<file path="src/design/fgt_pkg.sv">
package fgt_pkg;

    // ------------------------------------------------------------
    // Register map
    // ------------------------------------------------------------
    localparam int            ADDR_W         = 12;
    localparam logic [11:0]   OFS_C2B        = 12'h363;
    localparam logic [11:0]   OFS_C3C        = 12'h364;
    localparam logic [11:0]   OFS_C3D        = 12'h365;
    localparam logic [11:0]   OFS_C4         = 12'h366;
    localparam logic [11:0]   OFS_C5         = 12'h367;
    localparam logic [11:0]   OFS_BASE       = 12'h363;
    localparam int            NUM_REGS       = 5;
    localparam int            IDX_C2B        = 0;
    localparam int            IDX_C3C        = 1;
    localparam int            IDX_C3D        = 2;
    localparam int            IDX_C4         = 3;
    localparam int            IDX_C5         = 4;

    // ------------------------------------------------------------
    // Field layout
    // ------------------------------------------------------------
    localparam int            TRIM_W         = 5;
    localparam int            TRIM_LSB       = 0;
    localparam int            RSVD_LSB       = 5;
    localparam logic [2:0]    RSVD_VAL       = 3'h0;
    localparam logic [4:0]    TRIM_RST       = 5'h00;

    typedef struct packed {
        logic [4:0] core2_input_b_gain_trim;
        logic [4:0] core3_input_c_gain_trim;
        logic [4:0] core3_input_d_gain_trim;
        logic [4:0] core4_gain_trim;
        logic [4:0] core5_gain_trim;
    } fgt_trims_t;

endpackage

</file>
<file path="src/design/fgt_fuse_rom.sv">
// Fuse storage model: read data come out of a register
module fgt_fuse_rom #(
    parameter int   DEPTH = 5,
    parameter int   W     = 5,
    parameter logic [24:0] INIT = 25'h0
) (
    input  wire logic          pclk,
    input  wire logic          presetn,
    input  wire logic [2:0]    raddr,
    output logic      [W-1:0]  rdata
);
    always_ff @(posedge pclk or negedge presetn) begin
        if (!presetn) begin
            rdata <= '0;
        end else if (int'(raddr) < DEPTH) begin
            rdata <= INIT[int'(raddr)*W +: W];
        end else begin
            rdata <= '0;
        end
    end
endmodule

</file>
<file path="src/design/fgt_regs.sv">
module fgt_regs #(
    parameter logic [24:0] FUSE_INIT = 25'h0
) (
    input  wire logic                  pclk,
    input  wire logic                  presetn,
    input  wire logic                  psel,
    input  wire logic                  penable,
    input  wire logic                  pwrite,
    input  wire logic [31:0]           paddr,
    input  wire logic [31:0]           pwdata,
    input  wire logic [3:0]            pstrb,
    output logic      [31:0]           prdata,
    output logic                       pready,
    output logic                       pslverr,
    input  wire logic                  core2_sel_b,
    input  wire logic                  core3_sel_d,
    output logic      [4:0]            core2_gain_trim,
    output logic      [4:0]            core3_gain_trim,
    output logic      [4:0]            core4_gain_trim,
    output logic      [4:0]            core5_gain_trim,
    output fgt_pkg::fgt_trims_t        trims,
    output logic                       fuse_load_done
);

    // ------------------------------------------------------------
    // Decode
    // ------------------------------------------------------------
    function automatic logic [2:0] reg_index(input logic [31:0] a);
        logic [11:0] w;
        w = a[13:2];
        if (a[1:0] == 2'h0 && w >= fgt_pkg::OFS_BASE &&
            w < fgt_pkg::OFS_BASE + 12'(fgt_pkg::NUM_REGS)) begin
            reg_index = 3'(w - fgt_pkg::OFS_BASE);
        end else begin
            reg_index = 3'h7;
        end
    endfunction

    logic [2:0]  idx;
    logic        hit;
    logic        access;
    logic [4:0]  trim_q [fgt_pkg::NUM_REGS];
    logic [2:0]  load_ptr_q;
    logic        load_busy_q;
    logic        load_wr_q;
    logic [2:0]  load_idx_q;
    logic [4:0]  fuse_rdata;

    assign idx    = reg_index(paddr);
    assign hit    = (idx != 3'h7) && (paddr[31:14] == 18'h0);
    assign access = psel && penable && pready;

    // ------------------------------------------------------------
    // Fuse load after reset
    // ------------------------------------------------------------
    // Fuse values are streamed one per cycle; bus writes are held off until done
    fgt_fuse_rom #(
        .DEPTH (fgt_pkg::NUM_REGS),
        .W     (fgt_pkg::TRIM_W),
        .INIT  (FUSE_INIT)
    ) u_fuse (
        .pclk    (pclk),
        .presetn (presetn),
        .raddr   (load_ptr_q),
        .rdata   (fuse_rdata)
    );

    always_ff @(posedge pclk or negedge presetn) begin
        if (!presetn) begin
            load_ptr_q  <= 3'h0;
            load_busy_q <= 1'b1;
            load_wr_q   <= 1'b0;
            load_idx_q  <= 3'h0;
        end else begin
            load_wr_q  <= load_busy_q;
            load_idx_q <= load_ptr_q;
            if (load_busy_q) begin
                if (load_ptr_q == 3'(fgt_pkg::NUM_REGS - 1)) begin
                    load_busy_q <= 1'b0;
                end else begin
                    load_ptr_q <= load_ptr_q + 3'h1;
                end
            end
        end
    end

    always_ff @(posedge pclk or negedge presetn) begin
        if (!presetn) begin
            fuse_load_done <= 1'b0;
        end else begin
            fuse_load_done <= !load_busy_q && !load_wr_q;
        end
    end

    // ------------------------------------------------------------
    // Trim storage
    // ------------------------------------------------------------
    always_ff @(posedge pclk or negedge presetn) begin
        if (!presetn) begin
            for (int i = 0; i < fgt_pkg::NUM_REGS; i++) begin
                trim_q[i] <= fgt_pkg::TRIM_RST;
            end
        end else if (load_wr_q) begin
            trim_q[load_idx_q] <= fuse_rdata;
        end else if (access && pwrite && hit && pstrb[0]) begin
            // Reserved bits 7:5 are not stored and read back as zero
            trim_q[idx] <= pwdata[fgt_pkg::TRIM_LSB +: fgt_pkg::TRIM_W];
        end
    end

    // ------------------------------------------------------------
    // APB answer
    // ------------------------------------------------------------
    // Ready is held low while fuses load, stalling the first access
    always_ff @(posedge pclk or negedge presetn) begin
        if (!presetn) begin
            pready  <= 1'b0;
            pslverr <= 1'b0;
            prdata  <= 32'h0;
        end else begin
            pready  <= psel && penable && !pready && fuse_load_done;
            pslverr <= psel && penable && !pready && fuse_load_done && !hit;
            if (psel && penable && !pready && fuse_load_done && !pwrite && hit) begin
                prdata <= {24'h0, fgt_pkg::RSVD_VAL, trim_q[idx]};
            end else begin
                prdata <= 32'h0;
            end
        end
    end

    // ------------------------------------------------------------
    // Trim outputs to the cores
    // ------------------------------------------------------------
    always_ff @(posedge pclk or negedge presetn) begin
        if (!presetn) begin
            core2_gain_trim <= fgt_pkg::TRIM_RST;
            core3_gain_trim <= fgt_pkg::TRIM_RST;
            core4_gain_trim <= fgt_pkg::TRIM_RST;
            core5_gain_trim <= fgt_pkg::TRIM_RST;
            trims           <= '0;
        end else begin
            // Input A trim for core 2 lives outside this bank; the input C/D split is muxed here by core3_sel_d
            core2_gain_trim <= core2_sel_b ? trim_q[fgt_pkg::IDX_C2B] : fgt_pkg::TRIM_RST;
            core3_gain_trim <= core3_sel_d ? trim_q[fgt_pkg::IDX_C3D]
                                           : trim_q[fgt_pkg::IDX_C3C];
            core4_gain_trim <= trim_q[fgt_pkg::IDX_C4];
            core5_gain_trim <= trim_q[fgt_pkg::IDX_C5];
            trims.core2_input_b_gain_trim <= trim_q[fgt_pkg::IDX_C2B];
            trims.core3_input_c_gain_trim <= trim_q[fgt_pkg::IDX_C3C];
            trims.core3_input_d_gain_trim <= trim_q[fgt_pkg::IDX_C3D];
            trims.core4_gain_trim         <= trim_q[fgt_pkg::IDX_C4];
            trims.core5_gain_trim         <= trim_q[fgt_pkg::IDX_C5];
        end
    end

    // ------------------------------------------------------------
    // Check helpers
    // ------------------------------------------------------------
    // Whole bank as one vector, so that an untouched bank is a single compare
    logic [24:0] trim_flat;

    assign trim_flat = {trim_q[fgt_pkg::IDX_C2B], trim_q[fgt_pkg::IDX_C3C], trim_q[fgt_pkg::IDX_C3D],
                        trim_q[fgt_pkg::IDX_C4], trim_q[fgt_pkg::IDX_C5]};

    // ------------------------------------------------------------
    // Checks: trims to the cores
    // ------------------------------------------------------------
    core4_follow_a: assert property (
        @(posedge pclk) disable iff (!presetn)
        1 |=> core4_gain_trim == $past(trim_q[fgt_pkg::IDX_C4]))
        else $error("core 4 trim does not follow its register");
    core5_follow_a: assert property (
        @(posedge pclk) disable iff (!presetn)
        1 |=> core5_gain_trim == $past(trim_q[fgt_pkg::IDX_C5]))
        else $error("core 5 trim does not follow its register");
    core3_input_d_a: assert property (
        @(posedge pclk) disable iff (!presetn)
        core3_sel_d |=> core3_gain_trim == $past(trim_q[fgt_pkg::IDX_C3D]))
        else $error("core 3 input D trim not applied");
    core3_input_c_a: assert property (
        @(posedge pclk) disable iff (!presetn)
        !core3_sel_d |=> core3_gain_trim == $past(trim_q[fgt_pkg::IDX_C3C]))
        else $error("core 3 input C trim not applied");
    core2_input_b_a: assert property (
        @(posedge pclk) disable iff (!presetn)
        core2_sel_b |=> core2_gain_trim == $past(trim_q[fgt_pkg::IDX_C2B]))
        else $error("core 2 input B trim not applied");
    core2_not_b_a: assert property (
        @(posedge pclk) disable iff (!presetn)
        !core2_sel_b |=> core2_gain_trim == fgt_pkg::TRIM_RST)
        else $error("core 2 trim not cleared off input B");

    // ------------------------------------------------------------
    // Checks: trim view
    // ------------------------------------------------------------
    view_c2b_a: assert property (
        @(posedge pclk) disable iff (!presetn)
        1 |=> trims.core2_input_b_gain_trim == $past(trim_q[fgt_pkg::IDX_C2B]))
        else $error("core 2 input B trim view stale");
    view_c3c_a: assert property (
        @(posedge pclk) disable iff (!presetn)
        1 |=> trims.core3_input_c_gain_trim == $past(trim_q[fgt_pkg::IDX_C3C]))
        else $error("core 3 input C trim view stale");
    view_c3d_a: assert property (
        @(posedge pclk) disable iff (!presetn)
        1 |=> trims.core3_input_d_gain_trim == $past(trim_q[fgt_pkg::IDX_C3D]))
        else $error("core 3 input D trim view stale");
    view_c4_a: assert property (
        @(posedge pclk) disable iff (!presetn)
        1 |=> trims.core4_gain_trim == $past(trim_q[fgt_pkg::IDX_C4]))
        else $error("core 4 trim view stale");
    view_c5_a: assert property (
        @(posedge pclk) disable iff (!presetn)
        1 |=> trims.core5_gain_trim == $past(trim_q[fgt_pkg::IDX_C5]))
        else $error("core 5 trim view stale");

    // ------------------------------------------------------------
    // Checks: fuse load
    // ------------------------------------------------------------
    fuse_load_a: assert property (
        @(posedge pclk) disable iff (!presetn)
        $rose(fuse_load_done) |->
            trim_q[fgt_pkg::IDX_C5] == FUSE_INIT[fgt_pkg::IDX_C5 * fgt_pkg::TRIM_W +: fgt_pkg::TRIM_W])
        else $error("fuse value not loaded");
    fuse_c2b_a: assert property (
        @(posedge pclk) disable iff (!presetn)
        $rose(fuse_load_done) |->
            trim_q[fgt_pkg::IDX_C2B] == FUSE_INIT[fgt_pkg::IDX_C2B * fgt_pkg::TRIM_W +: fgt_pkg::TRIM_W])
        else $error("core 2 input B fuse value not loaded");
    fuse_c3c_a: assert property (
        @(posedge pclk) disable iff (!presetn)
        $rose(fuse_load_done) |->
            trim_q[fgt_pkg::IDX_C3C] == FUSE_INIT[fgt_pkg::IDX_C3C * fgt_pkg::TRIM_W +: fgt_pkg::TRIM_W])
        else $error("core 3 input C fuse value not loaded");
    fuse_c3d_a: assert property (
        @(posedge pclk) disable iff (!presetn)
        $rose(fuse_load_done) |->
            trim_q[fgt_pkg::IDX_C3D] == FUSE_INIT[fgt_pkg::IDX_C3D * fgt_pkg::TRIM_W +: fgt_pkg::TRIM_W])
        else $error("core 3 input D fuse value not loaded");
    fuse_c4_a: assert property (
        @(posedge pclk) disable iff (!presetn)
        $rose(fuse_load_done) |->
            trim_q[fgt_pkg::IDX_C4] == FUSE_INIT[fgt_pkg::IDX_C4 * fgt_pkg::TRIM_W +: fgt_pkg::TRIM_W])
        else $error("core 4 fuse value not loaded");
    fuse_latency_a: assert property (
        @(posedge pclk) disable iff (!presetn)
        $rose(presetn) |-> ##[1:8] fuse_load_done)
        else $error("fuse load did not finish in time");
    load_done_hold_a: assert property (
        @(posedge pclk) disable iff (!presetn)
        fuse_load_done |=> fuse_load_done)
        else $error("fuse load done dropped without reset");
    load_stall_a: assert property (
        @(posedge pclk) disable iff (!presetn)
        !fuse_load_done |-> !pready)
        else $error("bus answered while fuses were loading");

    // ------------------------------------------------------------
    // Checks: bus writes
    // ------------------------------------------------------------
    write_store_a: assert property (
        @(posedge pclk) disable iff (!presetn)
        access && pwrite && hit && pstrb[0] && !load_wr_q |=>
            trim_q[$past(idx)] == $past(pwdata[4:0]))
        else $error("register write not stored");
    strobe_off_a: assert property (
        @(posedge pclk) disable iff (!presetn)
        access && pwrite && !pstrb[0] |=> $stable(trim_flat))
        else $error("write with lane 0 off changed a trim");
    unmapped_write_a: assert property (
        @(posedge pclk) disable iff (!presetn)
        access && pwrite && !hit |=> $stable(trim_flat))
        else $error("refused write changed a trim");
    read_no_write_a: assert property (
        @(posedge pclk) disable iff (!presetn)
        access && !pwrite |=> $stable(trim_flat))
        else $error("read changed a trim");
    idle_hold_a: assert property (
        @(posedge pclk) disable iff (!presetn)
        !access && !load_wr_q |=> $stable(trim_flat))
        else $error("trim changed without a write or fuse load");

    // ------------------------------------------------------------
    // Checks: bus answer
    // ------------------------------------------------------------
    read_rsvd_a: assert property (
        @(posedge pclk) disable iff (!presetn)
        pready |-> prdata[31:5] == 27'h0)
        else $error("reserved bits read nonzero");
    read_back_a: assert property (
        @(posedge pclk) disable iff (!presetn)
        pready && !pwrite && hit |-> prdata[4:0] == trim_q[idx])
        else $error("read data does not match the trim");
    read_refused_a: assert property (
        @(posedge pclk) disable iff (!presetn)
        pready && (pwrite || !hit) |-> prdata == 32'h0)
        else $error("read data not zero outside a mapped read");
    err_refused_a: assert property (
        @(posedge pclk) disable iff (!presetn)
        pready && !hit |-> pslverr)
        else $error("unmapped access answered without error");
    err_pair_a: assert property (
        @(posedge pclk) disable iff (!presetn)
        pslverr |-> pready)
        else $error("error raised outside the answer cycle");
    ready_pulse_a: assert property (
        @(posedge pclk) disable iff (!presetn)
        pready |=> !pready)
        else $error("ready held longer than one cycle");

endmodule

</file>
<file path="config.mk">
export PLATFORM = sky130hd
export DESIGN_NAME = fgt_regs
export DESIGN_NICKNAME = d
export VERILOG_FILES = /design/src/design/fgt_pkg.sv /design/src/design/fgt_fuse_rom.sv /design/src/design/fgt_regs.sv
export SDC_FILE = /design/constraint.sdc
export NUM_CORES = 1
export LEC_CHECK = 0
export BUFFER_PORTS_ARGS = -buffer_cell sky130_fd_sc_hd__buf_2
export CORE_UTILIZATION = 46
export DETAILED_ROUTE_END_ITERATION = 10
export HOLD_SLACK_MARGIN = 0.05
export PLACE_DENSITY = 0.85
export SLEW_MARGIN = 10
export SYNTH_ARGS = -nofsm -noshare
export SYNTH_HDL_FRONTEND = slang
export SYNTH_SLANG_ARGS = --single-unit
export TNS_END_PERCENT = 5
</file>
<file path="constraint.sdc">
create_clock -name pclk -period 1.96 [get_ports pclk]
set_input_delay 0.196 -clock pclk [delete_from_list [all_inputs] [get_ports pclk]]
set_output_delay 0.196 -clock pclk [all_outputs]
set_load 0.03 [all_outputs]
</file>
==> impl_results.md, run 1 <==
- Maximum vdd drop: 321 µV
- Wire per inst: 14.0 µm
- Final setup fails: 0
- Fraction of layout cells with a size suffix above 1: 43.9%
- Initial Util: 47.9%
- First-iteration detailed-routing DRC count: 131
- Post-route ant nets: 0
- Min cycle time layout: 1940 ps
- Worst-path clk slew: 80 ps
- Final #Nets: 459
- Via Count: 2375
- Largest net degree at the start of global routing: 29
- Synth cell types: 39
- Reg area: 1900 µm²
- Synth warn: 0
- Setup CP Type: primary input to flip-flop
- Crit path launch type: primary input
- CTS tree: built
- Filler cell count: 524
- Number of global-route vias before repair: 2293
- Gpl congestion: 0.903
- Worst setup EP type: flip-flop
- H-Tree Depth: 3
- Core area: 6790 µm²
- Most used cell, CP: or4b_4
- Remaining DRCs: 0
- CP Cell Sequence: buf_2, or4b_4, or4b_4, nor4_4, buf_6, a31oi_4, mux2_1
- Final slew viol count: 0
- Pre-antenna DRT Iters: 4
- Final Cycle Share: 98.7%
- Area of the multi-input gates: 1150 µm²
- Max_cap viols: 0
- Worst reg-to-reg setup slack: 270 ps
- Mapped cell area: 3250 µm²
- Area grow syn2layout: 25.3%
- RSZ-0062 raised after global routing: yes
- Clock Skew: 12.6 ps
- Fin. Hold Viols: 0
- Status: finished, final reports clean
- CTS sink count: 76
- Max FO, Critical Path: 5
- Wirelength, routed: 6750 µm
- Worst path arrival time: 2180 ps
- Fmax achieved: 517 MHz
- LEAKAGE: 2.23 nW
- Clk Latency, worst-skew pair: 350 ps
- Final HPWL DP: 5210 µm
- CTS max path bufs: 2
- CP peak stage delay: 560 ps
- Die Height: 86.1 µm
- Sequential area share after synthesis: 58.5%
- Synthesized instance count: 268
- Most common cell after layout, fill and taps aside: buf_2
- Pwr Density: 794 nW/µm²
- Via/cell ratio: 4.94
- Die X: 86.1 µm
- Crit-path slowest cell: or4b_4
- Num CTS Buffers: 9
- Initial antenna violation count: 0
- WP data required: 2200 ps
- Antenna diodes: 0
- Die area: 7410 µm²
- Hold slack: 119 ps
- First-pass GRT wire length: 10800 µm
- GRT Util Overall: 19.9%
- I/O pin total: 155
- Overall Power: 3.24 mW
- Most frequent cells in the layout: 97 x buf_2, 75 x dfrtp_1, 32 x nor2_1
- Syn_area_per_cell: 12.1 µm²
- Area post-placement: 3810 µm²
- GR Overflow Total: 0
- Floorplan row count: 30
- Clock Tree Root: clkbuf_8
- Finished Cell Area: 4070 µm²
- PortBufs: 97
- Register bit total from synthesis: 76
- HP Class: primary input to flip-flop
- Number of setup buffers added after CTS: 0
## final cells by class
type / instances / share of cell area (%)
flip-flops and latches: 76 / 46.7
multi-input cells: 174 / 28.3
repair buffers: 116 / 15.9
clock buffers: 10 / 3.38
well taps: 96 / 2.95
clock inverters: 5 / 2.46
inverters: 4 / 0.369
## timing repair
| action | CTS | global route |
|---|---|---|
| hold endpoints to repair | 36 | 0 |
| setup endpoints to repair | 5 | 17 |
| hold buffers | 1 | 0 |
| resized for setup | 1 | 3 |
## registers in the layout, summed over array words and instances (netlist names), 3 cells and up
| signal | count |
|---|---|
| core2_gain_trim | 5 |
| core3_gain_trim | 5 |
| load_idx_q | 3 |
| load_ptr_q | 3 |
| prdata | 5 |
| trim_flat | 25 |
| trims | 25 |
## power breakdown
group	total [mW]	switching, mW	internal [mW]
logic	0.248	0.170	0.0777
registers	1.57	0.00138	1.57
clock network	1.42	0.548	0.869
## stage by stage
stage                     setup TNS, ps  instances  worst slack [ps]  utilization (%)
final                                 0        481              24.5             60.0
after CTS                             0        481              15.6             59.8
after global routing              -26.3        481             -26.3             60.0
after detailed placement          -9040        465              -392             56.1
after floorplan                   -5110        294              -249                -
after global placement            -8130        465              -343             56.1
## worst max-delay path: cells and delay by family
kind                   cells  cell delay (ps)
buffers and inverters      2              270
AO/OA/AOI/OAI              1              120
multiplexers               1              320
AND/OR/NAND/NOR            3             1280
## routing by layer
layer | vias up | share of wire, % | GRT usage, %
met1 | 1125 | 41 | 24.0
met5 | - | 0 | 0
met2 | 135 | 50 | 32.8
met3 | 17 | 7.2 | 5.58
li1 | 1098 | - | -
met4 | 0 | 2.3 | 9.85
## worst paths after layout
check | to | cells after the start | from
min in group asynchronous | trims[6] | 2 | presetn
setup / recovery | trim_flat[11] | 7 | paddr[6]
max in group asynchronous | trims[16] | 3 | presetn
hold reg to reg | load_idx_q[1] | 0 | load_ptr_q[1]
hold / removal | core2_gain_trim[0] | 2 | core2_sel_b
setup reg to reg | trim_flat[18] | 6 | load_wr_q
## cell families after synthesis
kind of cell | synth area share, %
mux | 9.35
fa+ha+maj | 1.15
xor+xnor | 0.808
buf+inv | 9.39
other cells | 0.115
compound gates | 6.89
simple gates | 13.8
flops | 58.5
## cell usage after synthesis
master | n | area [µm²]
a21oi_2 | 3 | 26.3
nand2b_1 | 4 | 25.0
and2_1 | 6 | 37.5
nand3_1 | 2 | 10.0
nand2_1 | 13 | 48.8
dfrtp_1 | 75 | 1880
nor4_1 | 4 | 25.0
nor2_1 | 32 | 120
a32o_1 | 5 | 50.1
mux2_1 | 1 | 11.3
xnor2_1 | 3 | 26.3
or4bb_1 | 1 | 11.3
a31oi_4 | 1 | 21.3
a21boi_1 | 1 | 7.51
conb_1 | 1 | 3.75
nor2b_1 | 2 | 12.5
a22oi_1 | 1 | 7.51
nor3b_1 | 1 | 7.51
nor4_2 | 1 | 12.5
o2111ai_1 | 1 | 8.76
mux2_2 | 24 | 270
or3b_2 | 1 | 8.76
or3_2 | 1 | 7.51
buf_4 | 37 | 278
or4b_4 | 2 | 27.5
nand4b_1 | 1 | 8.76
ha_1 | 3 | 37.5
mux4_2 | 1 | 22.5
nor4_4 | 1 | 21.3
inv_1 | 4 | 15.0
clkbuf_2 | 1 | 5.00
a21oi_1 | 9 | 45.0
nor3_1 | 11 | 55.1
o22ai_1 | 4 | 25.0
dfstp_2 | 1 | 26.3
and4_1 | 1 | 8.76
clkbuf_1 | 2 | 7.51
o211ai_1 | 1 | 7.51
o21ai_0 | 5 | 25.0
Note: power is estimated with default switching activity, not from simulation.
==> run 2: changes to the inputs <==
CORE_UTILIZATION = 50   (was 46)
PLACE_DENSITY = 0.91   (was 0.85)
clock period = 2.45 ns   (was 1.96 ns; I/O delays follow)
==> impl_results.md, run 2 (synthesis gave the netlist of run 1 again) <==
- Status: complete, but fails checks
- Violated checks: DRC
- Sequential Power Share: 55.0% (+6.4 points)
- Via/cell ratio: 5.07 (+2.7%)
- Maximum vdd drop: 405 µV (+26%)
- Worst setup EP type: flip-flop
- Min cycle time layout: 2090 ps
- Most common cell after layout, fill and taps aside: buf_2
- Die X: 82.6 µm (-4.0%)
- Worst-path clk slew: 80 ps (about the same)
- Remaining DRCs: 2 (+2)
- Clock Tree Root: clkbuf_8
- PortBufs: 97 (unchanged)
- Wire per inst: 14.3 µm (+1.5%)
- Most used cell, CP: or4b_4
- Post-CTS sizing: 0 (-1)
- Final slew viol count: 0 (unchanged)
- Initial antenna violation count: 0 (unchanged)
- CP top delay family: simple AND/OR/NAND/NOR gates
- Clock power frac: 37.0% (-6.8 points)
- Gpl congestion: 0.896 (-0.76%)
- Final setup TNS: 0 ps (unchanged)
- Crit path launch type: primary input
- Max_cap viols: 0 (unchanged)
- Combinational Power Share: 8.1% (+0.4 points)
- RSZ-0062 raised after global routing: no
- Wirelength, routed: 6460 µm (-4.4%)
- CP Cell Sequence: buf_2, or4b_4, or4b_4, nor4_4, buf_4, a31oi_4, mux2_1
- H-Tree Depth: 3 (unchanged)
- CP peak stage delay: 560 ps (about the same)
- Number of global-route vias before repair: 2132 (-7.0%)
- Max transition margin: 63.5%
- WP buf/inv: 2 (unchanged)
- Switching power: 0.584 mW (-19%)
- Crit-path slowest cell: or4b_4
- Worst path arrival time: 2330 ps (+150 ps)
- GR Overflow Total: 0 (unchanged)
- HP Class: primary input to flip-flop
- Finished Layout Cells: 453 (-5.8%)
- First-pass GRT wire length: 10200 µm (-5.4%)
- CTS tree: built
- CTS max path bufs: 2 (unchanged)
- Int Pwr: 1.70 mW (-32%)
- Placed Cells: 437 (-6.0%)
- Post-route ant nets: 0 (unchanged)
- Die area: 6830 µm² (-7.8%)
- Clock Skew: 9.82 ps (-2.80 ps)
- Area grow syn2layout: 20.1%
- Antenna diodes: 0 (unchanged)
- Clk Latency, worst-skew pair: 350 ps (about the same)
- WP data required: 2680 ps (+480 ps)
- Switching share of power: 25.6% (+3.3 points)
- Pwr Density: 585 nW/µm² (-26%)
- Floorplan row count: 29 (-3.3%)
- CTS sink count: 76 (unchanged)
- Via Count: 2297 (-3.3%)
- Largest net degree at the start of global routing: 54 (+86%)
- I/O pin total: 155 (unchanged)
- Most frequent cells in the layout: 97 x buf_2, 75 x dfrtp_1, 32 x nor2_1
- Fmax achieved: 478 MHz
- Die Height: 82.6 µm (-4.0%)
- Final HPWL DP: 4960 µm (-4.8%)
- Initial Util: 51.5% (+3.6 points)
- Slew @ Worst Pin: 547 ps
- Post-CTS Hold Fix Bufs: 1 (unchanged)
- Number of setup buffers added after CTS: 0 (unchanged)
- Num CTS Buffers: 9 (unchanged)
- Max FO, Critical Path: 5 (unchanged)
- Setup CP Type: primary input to flip-flop
- Core area: 6310 µm² (-7.1%)
- Final setup fails: 0 (unchanged)
- Final #Nets: 450 (-2.0%)
- First-iteration detailed-routing DRC count: 132 (+0.76%)
- Pre-antenna DRT Iters: 7 (+3)
- Fin. Hold Viols: 0 (unchanged)
- Fraction of layout cells with a size suffix above 1: 41.8% (-2.1 points)
- GRT Util Overall: 20.9% (+0.98 points)
- Overall Power: 2.29 mW (-29%)
- Final Cycle Share: 85.4%
- LEAKAGE: 2.15 nW (-3.7%)
[run 2: final cells by class]
type | count | area, µm²
repair buffers | 107 | 576
clock inverters | 5 | 37.5
fillers | 503 | 2410
multi-input cells | 174 | 1140
clock buffers | 10 | 138
inverters | 4 | 15.0
well taps | 77 | 96.3
flip-flops and latches | 76 | 1900
[run 2: worst paths after layout]
kind | start | endpoint | slack [ps] | cells past startpoint
max | paddr[6] | trim_flat[11] | 360 | 7
max reg2reg | load_wr_q | trim_flat[11] | 600 | 6
max in group asynchronous | presetn | load_busy_q | 1330 | 3
min | core2_sel_b | core2_gain_trim[4] | 170 | 2
min in group asynchronous | presetn | trims[20] | 420 | 2
min reg2reg | trim_flat[0] | trims[0] | 400 | 0
[run 2: stage by stage]
step,setup slack (ps),hold slack (ps),util (%),instance area (µm²)
floorplan,117,-50.6,-,3350
CTS,362,161,61.9,3910
detailed placement,-11.8,256,58.9,3720
finish,357,169,61.9,3910
global placement,24.7,240,58.9,3720
global route,323,155,61.9,3910
[run 2: power groups by stage]
stage	clock (mW)	sequential, mW	combinational, mW
after global routing	0.918	1.26	0.204
final	0.845	1.26	0.184
after CTS	0.859	1.26	0.185
after floorplan	0	1.28	0.128
after global placement	0	1.28	0.181
after detailed placement	0	1.28	0.183
[run 2: routing by layer]
metal / track usage [%] / routed length, µm / vias to the layer above
li1: - / - / 1072
met1: 25.8 / 2750 / 1123
met2: 35.2 / 3240 / 93
met3: 4.73 / 376 / 9
met4: 8.28 / 95 / 0
met5: 0 / 0 / -
